[src/pwm_timer_pkg.sv]
// Shared constants, types and state layout of the compare PWM timer block
`default_nettype none
package pwm_timer_pkg;

	// ************************************************************
	// Widths
	// ************************************************************
	localparam int          CNT_W   = 16;      // Count, reload, compare
	localparam int          DATA_W  = 32;      // Avalon data width
	localparam int          ADDR_W  = 5;       // Avalon byte address width
	localparam int          PRE_W   = 10;      // Prescaler counter width

	// ************************************************************
	// Register byte offsets
	// ************************************************************
	localparam logic [4:0]  OFS_CTRL    = 5'h00; // timer_control
	localparam logic [4:0]  OFS_STATUS  = 5'h04; // Flag and live state
	localparam logic [4:0]  OFS_COUNT   = 5'h08; // count_value
	localparam logic [4:0]  OFS_RELOAD  = 5'h0c; // reload_value
	localparam logic [4:0]  OFS_COMPARE = 5'h10; // compare_value

	// ************************************************************
	// Field positions
	// ************************************************************
	localparam int          CTRL_RUN    = 0;   // run_control
	localparam int          CTRL_RST_B  = 1;   // output_reset_mode_bit
	localparam int          CTRL_SET_B  = 2;   // output_set_mode_bit
	localparam int          CTRL_PS_LO  = 3;   // clock_prescale_select
	localparam int          CTRL_UPDOWN = 6;   // updown_count_enable
	localparam int          CTRL_EV_EN  = 7;   // pin_event_enable
	localparam int          STAT_FLAG   = 0;   // pin_event_flag, W1C
	localparam int          STAT_LEVEL  = 1;   // Present output level
	localparam int          STAT_DIRUP  = 2;   // Counting upward

	// ************************************************************
	// Values after reset
	// ************************************************************
	localparam logic [15:0] RST_COUNT   = 16'h0000;
	localparam logic [15:0] RST_RELOAD  = 16'h0000;
	localparam logic [15:0] RST_COMPARE = 16'h0000;
	localparam logic [2:0]  RST_PS      = 3'h0;

	// ************************************************************
	// Prescaler terminal counts (divisor minus one)
	// ************************************************************
	localparam logic [9:0]  PRE_DIV1    = 10'h000;
	localparam logic [9:0]  PRE_DIV4    = 10'h003;
	localparam logic [9:0]  PRE_DIV16   = 10'h00f;
	localparam logic [9:0]  PRE_DIV64   = 10'h03f;
	localparam logic [9:0]  PRE_DIV256  = 10'h0ff;
	localparam logic [9:0]  PRE_DIV1024 = 10'h3ff;

	// Output function select codes
	typedef enum logic [1:0] {
		FN_OFF    = 2'b00,
		FN_RESET  = 2'b01,
		FN_SET    = 2'b10,
		FN_TOGGLE = 2'b11
	} fsel_t;

	// Whole state of the block
	typedef struct packed {
		logic              wait_r;  // Avalon waitrequest
		logic [31:0]       rdata;   // Avalon read data
		logic              run;     // run_control
		fsel_t             fsel;    // output_function_select
		logic [2:0]        ps;      // clock_prescale_select
		logic              updown;  // updown_count_enable
		logic              ev_en;   // pin_event_enable
		logic              flag;    // pin_event_flag
		logic [15:0]       count;   // count_value
		logic [15:0]       reload;  // reload_value
		logic [15:0]       compare; // compare_value
		logic [9:0]        pre;     // Prescaler counter
		logic              dir_up;  // Count direction
		logic              out;     // PWM level
		logic              oe;      // Pin drive enable
		logic              pin_s1;  // Synchroniser stage one
		logic              pin_s2;  // Synchroniser stage two
		logic              pin_s3;  // Previous synced level
	} state_t;

endpackage
`default_nettype wire

[src/pwm_timer.sv]
// Compare-driven PWM output stage with prescaled 16-bit counter
//
// Our own choices: the register offsets and register access over Avalon-MM.
`timescale 1ns/1ns
`default_nettype none
module pwm_timer
	import pwm_timer_pkg::*;
(
	input  wire logic              MCLK,           // 50 MHz clock
	input  wire logic              RST,            // Synchronous reset
	input  wire logic              CE,             // Freezes all state
	input  wire logic [ADDR_W-1:0] AV_ADDRESS,     // Byte address
	input  wire logic              AV_READ,        // Read request
	input  wire logic              AV_WRITE,       // Write request
	input  wire logic [DATA_W-1:0] AV_WRITEDATA,   // Write data
	input  wire logic [3:0]        AV_BYTEENABLE,  // Byte lanes
	output logic      [DATA_W-1:0] AV_READDATA,    // Read data
	output logic                   AV_WAITREQUEST, // Stall
	input  wire logic              PWM_PIN_B_IN,   // Pin level seen
	output logic                   PWM_PIN_B_OUT,  // Pin level driven
	output logic                   PWM_PIN_B_OE    // Pin drive enable
);

	// ************************************************************
	// State and helpers
	// ************************************************************
	state_t          q;          // Registered state
	state_t          d;          // Next state
	logic            pwm_on;     // Output function active
	logic            fall;       // Falling edge on the pin
	logic            tick;       // One timer input clock
	logic [9:0]      pre_lim;    // Prescaler terminal count
	logic            acc;        // Bus access completes now
	logic            wr_hit;     // Bus write completes now
	logic            up_pwm;     // Up/down PWM in force
	logic            cmp_hit;    // Count equals compare
	logic            top_hit;    // Count equals reload
	logic            zero_hit;   // Count is zero
	logic [31:0]     rd_mux;     // Read data selection
	logic [31:0]     ctrl_img;   // Control register image

	// Merge written bytes into an old word
	function automatic logic [31:0] merge(input logic [31:0] old,
		input logic [31:0] nw, input logic [3:0] be);
		logic [31:0] m;
		m = {{8{be[3]}}, {8{be[2]}}, {8{be[1]}}, {8{be[0]}}};
		return (old & ~m) | (nw & m);
	endfunction

	// ************************************************************
	// Decode of present state
	// ************************************************************
	always_comb begin
		pwm_on   = (q.fsel != FN_OFF);
		fall     = q.pin_s3 & ~q.pin_s2;
		up_pwm   = q.updown & pwm_on;
		cmp_hit  = (q.count == q.compare);
		top_hit  = (q.count == q.reload);
		zero_hit = (q.count == 16'h0000);
		acc      = ~q.wait_r & (AV_READ | AV_WRITE);
		wr_hit   = ~q.wait_r & AV_WRITE;
		// Divisor from the prescale select
		unique case (q.ps)
			3'h1:    pre_lim = PRE_DIV4;
			3'h2:    pre_lim = PRE_DIV16;
			3'h3:    pre_lim = PRE_DIV64;
			3'h4:    pre_lim = PRE_DIV256;
			3'h5:    pre_lim = PRE_DIV1024;
			default: pre_lim = PRE_DIV1;
		endcase
		tick     = q.run & (q.pre == pre_lim);
		// Register images
		ctrl_img = 32'h0000_0000;
		ctrl_img[CTRL_RUN]                = q.run;
		ctrl_img[CTRL_SET_B:CTRL_RST_B]   = q.fsel;
		ctrl_img[CTRL_PS_LO+2:CTRL_PS_LO] = q.ps;
		ctrl_img[CTRL_UPDOWN]             = q.updown;
		ctrl_img[CTRL_EV_EN]              = q.ev_en;
		rd_mux   = 32'h0000_0000;
		// Unmapped addresses read zero
		unique case (AV_ADDRESS)
			OFS_CTRL: begin
				rd_mux = ctrl_img;
			end
			OFS_STATUS: begin
				rd_mux[STAT_FLAG]  = q.flag;
				rd_mux[STAT_LEVEL] = q.out;
				rd_mux[STAT_DIRUP] = q.dir_up;
			end
			OFS_COUNT: begin
				rd_mux[15:0] = q.count;
			end
			OFS_RELOAD: begin
				rd_mux[15:0] = q.reload;
			end
			OFS_COMPARE: begin
				rd_mux[15:0] = q.compare;
			end
			default: begin
				rd_mux = 32'h0000_0000;
			end
		endcase
	end

	// ************************************************************
	// Next-state logic
	// ************************************************************
	always_comb begin
		logic [31:0] w;
		w = 32'h0000_0000;
		d = q;
		// Two-stage pin synchroniser, then edge history
		d.pin_s1 = PWM_PIN_B_IN;
		d.pin_s2 = q.pin_s1;
		d.pin_s3 = q.pin_s2;

		// Prescaler runs only with the timer
		if (!q.run || tick) begin
			d.pre = 10'h000;
		end else begin
			d.pre = q.pre + 10'h001;
		end

		// Counter step on each input clock
		if (tick) begin
			if (up_pwm) begin
				// Direction decided internally, pin ignored
				if (q.reload == 16'h0000) begin
					d.count = 16'h0000;
				end else if (q.dir_up && top_hit) begin
					d.count  = q.reload - 16'h0001;
					d.dir_up = 1'b0;
				end else if (!q.dir_up && zero_hit) begin
					d.count  = 16'h0001;
					d.dir_up = 1'b1;
				end else if (q.dir_up) begin
					d.count = q.count + 16'h0001;
				end else begin
					d.count = q.count - 16'h0001;
				end
			end else if (q.updown) begin
				// Plain up/down: pin level sets direction
				d.dir_up = q.pin_s2;
				if (q.pin_s2) begin
					d.count = top_hit ? 16'h0000
						: q.count + 16'h0001;
				end else begin
					d.count = zero_hit ? q.reload
						: q.count - 16'h0001;
				end
			end else begin
				// Edge-aligned: 0 .. reload, then restart
				d.dir_up = 1'b1;
				d.count  = top_hit ? 16'h0000
					: q.count + 16'h0001;
			end
		end

		// External reload only without PWM, up-count mode
		if (q.ev_en && fall && !pwm_on && !q.updown) begin
			d.count = 16'h0000;
		end

		// Output level: starting state while stopped
		if (!q.run) begin
			unique case (q.fsel)
				FN_RESET: d.out = 1'b0;
				FN_SET:   d.out = 1'b1;
				default:  d.out = q.out;
			endcase
		end else if (tick) begin
			// Compare actions; mode change alone does nothing
			unique case (q.fsel)
				FN_RESET: begin
					if (cmp_hit && !zero_hit) begin
						d.out = 1'b0;
					end else if (zero_hit) begin
						d.out = 1'b1;
					end
				end
				FN_SET: begin
					if (top_hit) begin
						d.out = 1'b0;
					end else if (cmp_hit) begin
						d.out = 1'b1;
					end
				end
				FN_TOGGLE: begin
					if (cmp_hit && !zero_hit && !top_hit) begin
						d.out = ~q.out;
					end
				end
				default: begin
					d.out = q.out;
				end
			endcase
		end

		// Pin event flag: a set beats a clear
		if (wr_hit && AV_ADDRESS == OFS_STATUS && AV_BYTEENABLE[0]
			&& AV_WRITEDATA[STAT_FLAG]) begin
			d.flag = 1'b0;
		end
		if (q.ev_en && fall) begin
			d.flag = 1'b1;
		end

		// Avalon slave: answer one cycle after the request
		if (q.wait_r && (AV_READ | AV_WRITE)) begin
			d.wait_r = 1'b0;
			d.rdata  = AV_READ ? rd_mux : 32'h0000_0000;
		end else if (acc) begin
			d.wait_r = 1'b1;
		end

		// Register writes land at the completing edge
		if (wr_hit) begin
			unique case (AV_ADDRESS)
				OFS_CTRL: begin
					w = merge(ctrl_img, AV_WRITEDATA, AV_BYTEENABLE);
					d.run    = w[CTRL_RUN];
					d.fsel   = fsel_t'(w[CTRL_SET_B:CTRL_RST_B]);
					d.ps     = w[CTRL_PS_LO+2:CTRL_PS_LO];
					d.updown = w[CTRL_UPDOWN];
					d.ev_en  = w[CTRL_EV_EN];
				end
				OFS_COUNT: begin
					w = merge({16'h0000, q.count}, AV_WRITEDATA,
						AV_BYTEENABLE);
					d.count = w[15:0];
				end
				OFS_RELOAD: begin
					w = merge({16'h0000, q.reload}, AV_WRITEDATA,
						AV_BYTEENABLE);
					d.reload = w[15:0];
				end
				OFS_COMPARE: begin
					w = merge({16'h0000, q.compare}, AV_WRITEDATA,
						AV_BYTEENABLE);
					d.compare = w[15:0];
				end
				default: begin
					w = 32'h0000_0000;
				end
			endcase
		end

		// Drive follows run and function as written, so the start
		// level is on the pin before the first tick can change it
		d.oe = d.run & (d.fsel != FN_OFF);
	end

	// ************************************************************
	// State register
	// ************************************************************
	always_ff @(posedge MCLK) begin
		if (RST) begin
			q <= '{wait_r: 1'b1, rdata: 32'h0000_0000, run: 1'b0,
				fsel: FN_OFF, ps: RST_PS, updown: 1'b0,
				ev_en: 1'b0, flag: 1'b0, count: RST_COUNT,
				reload: RST_RELOAD, compare: RST_COMPARE,
				pre: 10'h000, dir_up: 1'b1, out: 1'b0, oe: 1'b0,
				pin_s1: 1'b0, pin_s2: 1'b0, pin_s3: 1'b0};
		end else if (CE) begin
			q <= d;
		end
	end

	// Outputs straight from the state register
	assign AV_READDATA    = q.rdata;
	assign AV_WAITREQUEST = q.wait_r;
	assign PWM_PIN_B_OUT  = q.out;
	assign PWM_PIN_B_OE   = q.oe;

	// ************************************************************
	// Assertions
	// ************************************************************
	flag_on_fall_a: assert property (@(posedge MCLK) disable iff (RST)
		CE && q.ev_en && fall |=> q.flag)
		else $error("pin event flag missed a falling edge");

	no_pwm_reload_a: assert property (@(posedge MCLK) disable iff (RST)
		CE && pwm_on && !q.updown && q.ev_en && fall && !tick
		&& !wr_hit |=> $stable(q.count))
		else $error("pin edge reloaded counter during PWM");

	stop_low_a: assert property (@(posedge MCLK) disable iff (RST)
		CE && !q.run && q.fsel == FN_RESET |=> !q.out)
		else $error("reset mode start level not low");

	stop_high_a: assert property (@(posedge MCLK) disable iff (RST)
		CE && !q.run && q.fsel == FN_SET |=> q.out)
		else $error("set mode start level not high");

	drive_start_a: assert property (@(posedge MCLK) disable iff (RST)
		CE && $rose(q.run) && pwm_on |-> q.oe && q.out == $past(q.out))
		else $error("start level not driven at run start");

	toggle_idle_a: assert property (@(posedge MCLK) disable iff (RST)
		CE && q.run && tick && q.fsel == FN_TOGGLE
		&& (q.compare == 16'h0000 || q.compare == q.reload)
		|=> $stable(q.out))
		else $error("toggle fired at a bound value");

	reset_zero_a: assert property (@(posedge MCLK) disable iff (RST)
		CE && q.run && tick && q.fsel == FN_RESET
		&& q.compare == 16'h0000 |=> !$fell(q.out))
		else $error("reset mode cleared with compare zero");

	set_top_a: assert property (@(posedge MCLK) disable iff (RST)
		CE && q.run && tick && q.fsel == FN_SET
		&& q.compare == q.reload |=> !$rose(q.out))
		else $error("set mode set with compare at reload");

	peak_turn_a: assert property (@(posedge MCLK) disable iff (RST)
		CE && tick && up_pwm && q.dir_up && top_hit
		&& q.reload != 16'h0000 && !wr_hit
		|=> !q.dir_up && q.count == $past(q.reload) - 16'h0001)
		else $error("up/down count did not turn at reload");

	edge_wrap_a: assert property (@(posedge MCLK) disable iff (RST)
		CE && tick && !q.updown && top_hit && !wr_hit
		|=> q.count == 16'h0000)
		else $error("up count did not restart after reload");

	bottom_turn_a: assert property (@(posedge MCLK) disable iff (RST)
		CE && tick && up_pwm && !q.dir_up && zero_hit
		&& q.reload != 16'h0000 && !wr_hit
		|=> q.dir_up && q.count == 16'h0001)
		else $error("up/down count did not turn at zero");

	own_direction_a: assert property (@(posedge MCLK) disable iff (RST)
		CE && tick && up_pwm && !top_hit && !zero_hit
		|=> q.dir_up == $past(q.dir_up))
		else $error("up/down direction changed inside range");

	toggle_flip_a: assert property (@(posedge MCLK) disable iff (RST)
		CE && q.run && tick && q.fsel == FN_TOGGLE && cmp_hit
		&& !zero_hit && !top_hit |=> q.out != $past(q.out))
		else $error("toggle missed a compare match");

	zero_set_a: assert property (@(posedge MCLK) disable iff (RST)
		CE && q.run && tick && q.fsel == FN_RESET && zero_hit
		|=> q.out)
		else $error("reset mode not set at count zero");

	reload_clear_a: assert property (@(posedge MCLK) disable iff (RST)
		CE && q.run && tick && q.fsel == FN_SET && top_hit
		|=> !q.out)
		else $error("set mode not cleared at reload");

	off_release_a: assert property (@(posedge MCLK) disable iff (RST)
		CE && q.fsel == FN_OFF && !wr_hit |=> !q.oe)
		else $error("pin driven with output function off");

endmodule
`default_nettype wire

[config.mk]
export PLATFORM = sky130hd
export DESIGN_NAME = pwm_timer
export DESIGN_NICKNAME = d
export VERILOG_FILES = /design/src/pwm_timer_pkg.sv /design/src/pwm_timer.sv
export SDC_FILE = /design/constraint.sdc
export NUM_CORES = 1
export LEC_CHECK = 0
export ABC_AREA = 1
export BUFFER_PORTS_ARGS = -buffer_cell sky130_fd_sc_hd__buf_2
export CAP_MARGIN = 20
export CORE_ASPECT_RATIO = 1.5
export CORE_UTILIZATION = 45
export CTS_CLUSTER_SIZE = 25
export DETAILED_ROUTE_END_ITERATION = 7
export PLACE_DENSITY = 0.72
export SYNTH_ARGS = -nofsm -noshare
export SYNTH_HDL_FRONTEND = slang
export SYNTH_SLANG_ARGS = --single-unit
[constraint.sdc]
create_clock -name MCLK -period 2.2 [get_ports MCLK]
set_input_delay 0.11 -clock MCLK [delete_from_list [all_inputs] [get_ports MCLK]]
set_output_delay 0.11 -clock MCLK [all_outputs]
set_load 0.01 [all_outputs]
==> flow_summary.ini <==
[setup_path]
cpMaxStageDelayCell = dfxtp_2
cp_cell_sequence = inv_4 -> ha_1 -> nand3_1 -> nor2_1 -> xor2_1 -> o21bai_1 -> nand2_1 -> nand2_1 -> nand3_1 -> nand2_1 -> a21oi_1
critical_path_required_ns = 2.47
crit_path_end_kind = flip-flop
reg2reg_slack_ns = 0.18
critPathKind = flip-flop to flip-flop
critPathMaxStageDelay_ns = 0.36
path_delay_family = simple AND/OR/NAND/NOR gates
crit_path_frequent_cell = nand2_1
path_depth = 11
reg2reg_depth = 11
crit_arrival_ns = 2.29
worst_setup_path_start_kind = flip-flop
critPathBufInv = 1
crit_fanout = 7

[cells_and_area]
layout.nets = 1387
drive_gt1_share_pct = 16.3
diodes = 0
num-fill-cells = 1692
seq_area_sq_mm = 0.00182
multiInputGateArea_sq_mm = 0.00474
areaGrowthSynthToFinish_pct = 13.1
instances_no_fill = 1545

[yosys]
syn_avg_cell_area_sq_um = 5.90
synth-seq-cells = 90
netlist_area_sq_mm = 0.00746
synth_cells = 1265
synth_cell_types = 46
ys_seq_area_share_pct = 24.1
ys_warn_count = 0

[floorplan]
rows = 57
die_width_um = 107
boundaryPins = 82
die_area_sq_mm = 0.0171
fp.dieH_um = 160
initial_core_util_pct = 46.1
core_sq_mm = 0.0162

[clock_tree]
clock_path_buffers = 2
cts_tree = built
insertion_delay_ns = 0.34
clk_pin_slew_ns = 0.07
numCtsBuffers = 9
clock_sinks = 90
root_buffer = clkbuf_16
htreeDepth = 3

[placed_design]
dp.cells = 1524
dp_hpwl_um = 20600
gp_congestion = 1.02
numPortBuffers = 47

[worst_hold_path]
min_path_type = primary input to flip-flop

[sta]
tns_ns = 0
clock_skew_ns = 0.0101
period_needed_ns = 2.02
drv_slew = 0
max_freq_ghz = 0.495
final-setup-viol-count = 0
post-route-period-util_pct = 91.8
hold_violations = 0
slew-limit-headroom_pct = 45.8
worst_slew_pin_slew_ns = 0.814

[power]
swShare_pct = 31.5
netSwitchingPower_mw = 1.31
clockPowerShare_pct = 38.0
p_leak_nw = 3.89
ir_drop_mv = 0.612
seq_power_share_pct = 41.1
p_int_mw = 2.86
comb_power_share_pct = 20.9
p_per_area_mw_per_mm2 = 495

[route]
ant_nets = 0
vias = 8433
firstDrtPassIters = 6
drcViolationCount = 0
vias_per_cell = 5.46
wl_um = 25700
wl_per_cell_um = 16.6
first_iter_violations = 600

[global_routing]
antenna_found_initial = 0
grt_pass1_wl_um = 40100
grt_pass1_vias = 7785
grt_overflow = 0
grt_usage_pct = 30.1
grt_max_degree = 25

[run_status]
status = finished, final reports clean

[flow_run]
max_cap_viol_count = 0
-- how the worst min path moves through the flow --
stage	cells past startpoint	slack, ns	end	from
after detailed placement	3	0.34	d[1]	PWM_PIN_B_IN
after global routing	3	0.06	flip-flop	AV_WRITEDATA[15]
after global placement	3	0.33	d[1]	PWM_PIN_B_IN
after CTS	3	0.05	flip-flop	AV_WRITEDATA[15]
after floorplan	2	0.24	flip-flop	AV_WRITEDATA[7]
final	3	0.05	flip-flop	AV_WRITEDATA[15]
-- power by group through the flow --
stage | sequential (mW) | combinational [mW] | clock, mW
3_5_place_dp | 1.74 | 0.835 | 0
3_3_place_gp | 1.74 | 0.830 | 0
4_1_cts | 1.71 | 0.842 | 1.60
6_report | 1.71 | 0.874 | 1.59
5_1_grt | 1.72 | 0.958 | 1.67
2_1_floorplan | 1.71 | 0.606 | 0
-- cell families after synthesis --
| logic type | count (synthesis) | synth area share [%] |
|---|---|---|
| AND/OR/NAND/NOR | 684 | 39.2 |
| AO/OA/AOI/OAI | 234 | 17.2 |
| buffers and inverters | 208 | 13.5 |
| flip-flops | 90 | 24.1 |
| XOR/XNOR | 42 | 4.93 |
| adder cells (fa/ha/maj) | 6 | 1.01 |
| other | 1 | 0.0503 |
-- stage by stage --
stage / power, mW / instance area, sq um / utilization [%] / worst slack (ns) / hold slack (ns)
2_1_floorplan: 2.32 / 7520 / - / 0.366 / 0.245
3_3_place_gp: 2.57 / 8050 / 49.7 / 0.117 / 0.330
3_5_place_dp: 2.58 / 8050 / 49.7 / 0.0685 / 0.338
4_1_cts: 4.15 / 8360 / 51.6 / 0.0434 / 0.0519
5_1_grt: 4.35 / 8440 / 52.1 / -0.0325 / 0.0589
6_report: 4.17 / 8440 / 52.1 / 0.181 / 0.0540
-- routing by layer --
layer  GRT usage [%]  vias to the layer above  wire (um)
met1            33.4                     3733       9880
met3            3.02                      117       1310
met2            51.6                      381      12300
li1                -                     4202          -
met4            23.9                        0       2200
met5               0                        -          0
-- cells in the final DEF (no fill, tap or decap), types with 26 or more instances in the layout --
cell	netlist	final
nor2_1	143	139
inv_2	26	26
o21ai_0	85	85
buf_4	39	74
a21oi_1	90	90
buf_2	14	47
nand2_1	375	375
nand3_1	109	109
dfxtp_1	90	77
inv_1	99	97
xor2_1	28	28
-- repair_timing --
action | in CTS | in global routing
gates resized for setup | 0 | 23
endpoints found under the hold margin | 1 | 0
setup buffers | 0 | 4
hold buffers | 1 | 0
endpoints found under the setup margin | 0 | 15
-- final cells by class --
type	instances	area share, %
Tap cell	206	3.05
Clock buffer	10	2.71
Sequential cell	90	21.5
Clock inverter	6	0.875
Timing Repair Buffer	124	9.96
Inverter	127	5.72
Multi-Input combinational cell	982	56.1
-- Yosys cell counts (all sizes together) --
library cell | number | area, sq um
nor3 | 10 | 55.1
a31oi | 1 | 6.26
nand4 | 16 | 100
ha | 6 | 75.1
nand2 | 380 | 1450
nand3 | 114 | 603
clkinv | 2 | 7.51
o21ai | 102 | 518
o221ai | 1 | 8.76
a211oi | 4 | 35.0
nor3b | 2 | 20.0
o21a | 2 | 15.0
a21oi | 93 | 477
and3 | 1 | 6.26
o22ai | 11 | 68.8
o211ai | 6 | 45.0
buf | 63 | 460
xnor2 | 14 | 123
nor2 | 158 | 669
xor2 | 28 | 245
o21bai | 5 | 37.5
or2 | 2 | 12.5
clkbuf | 18 | 67.6
o31ai | 4 | 30.0
inv | 125 | 469
dfxtp | 90 | 1800
conb | 1 | 3.75
nand3b | 1 | 7.51
o2111ai | 5 | 43.8
-- worst min-delay path: stages --
cell and delay [ns]:
buf_2 0.11, nor2_1 0.05, nor2_1 0.09
No activity file was read; power rests on OpenSTA's default activity.
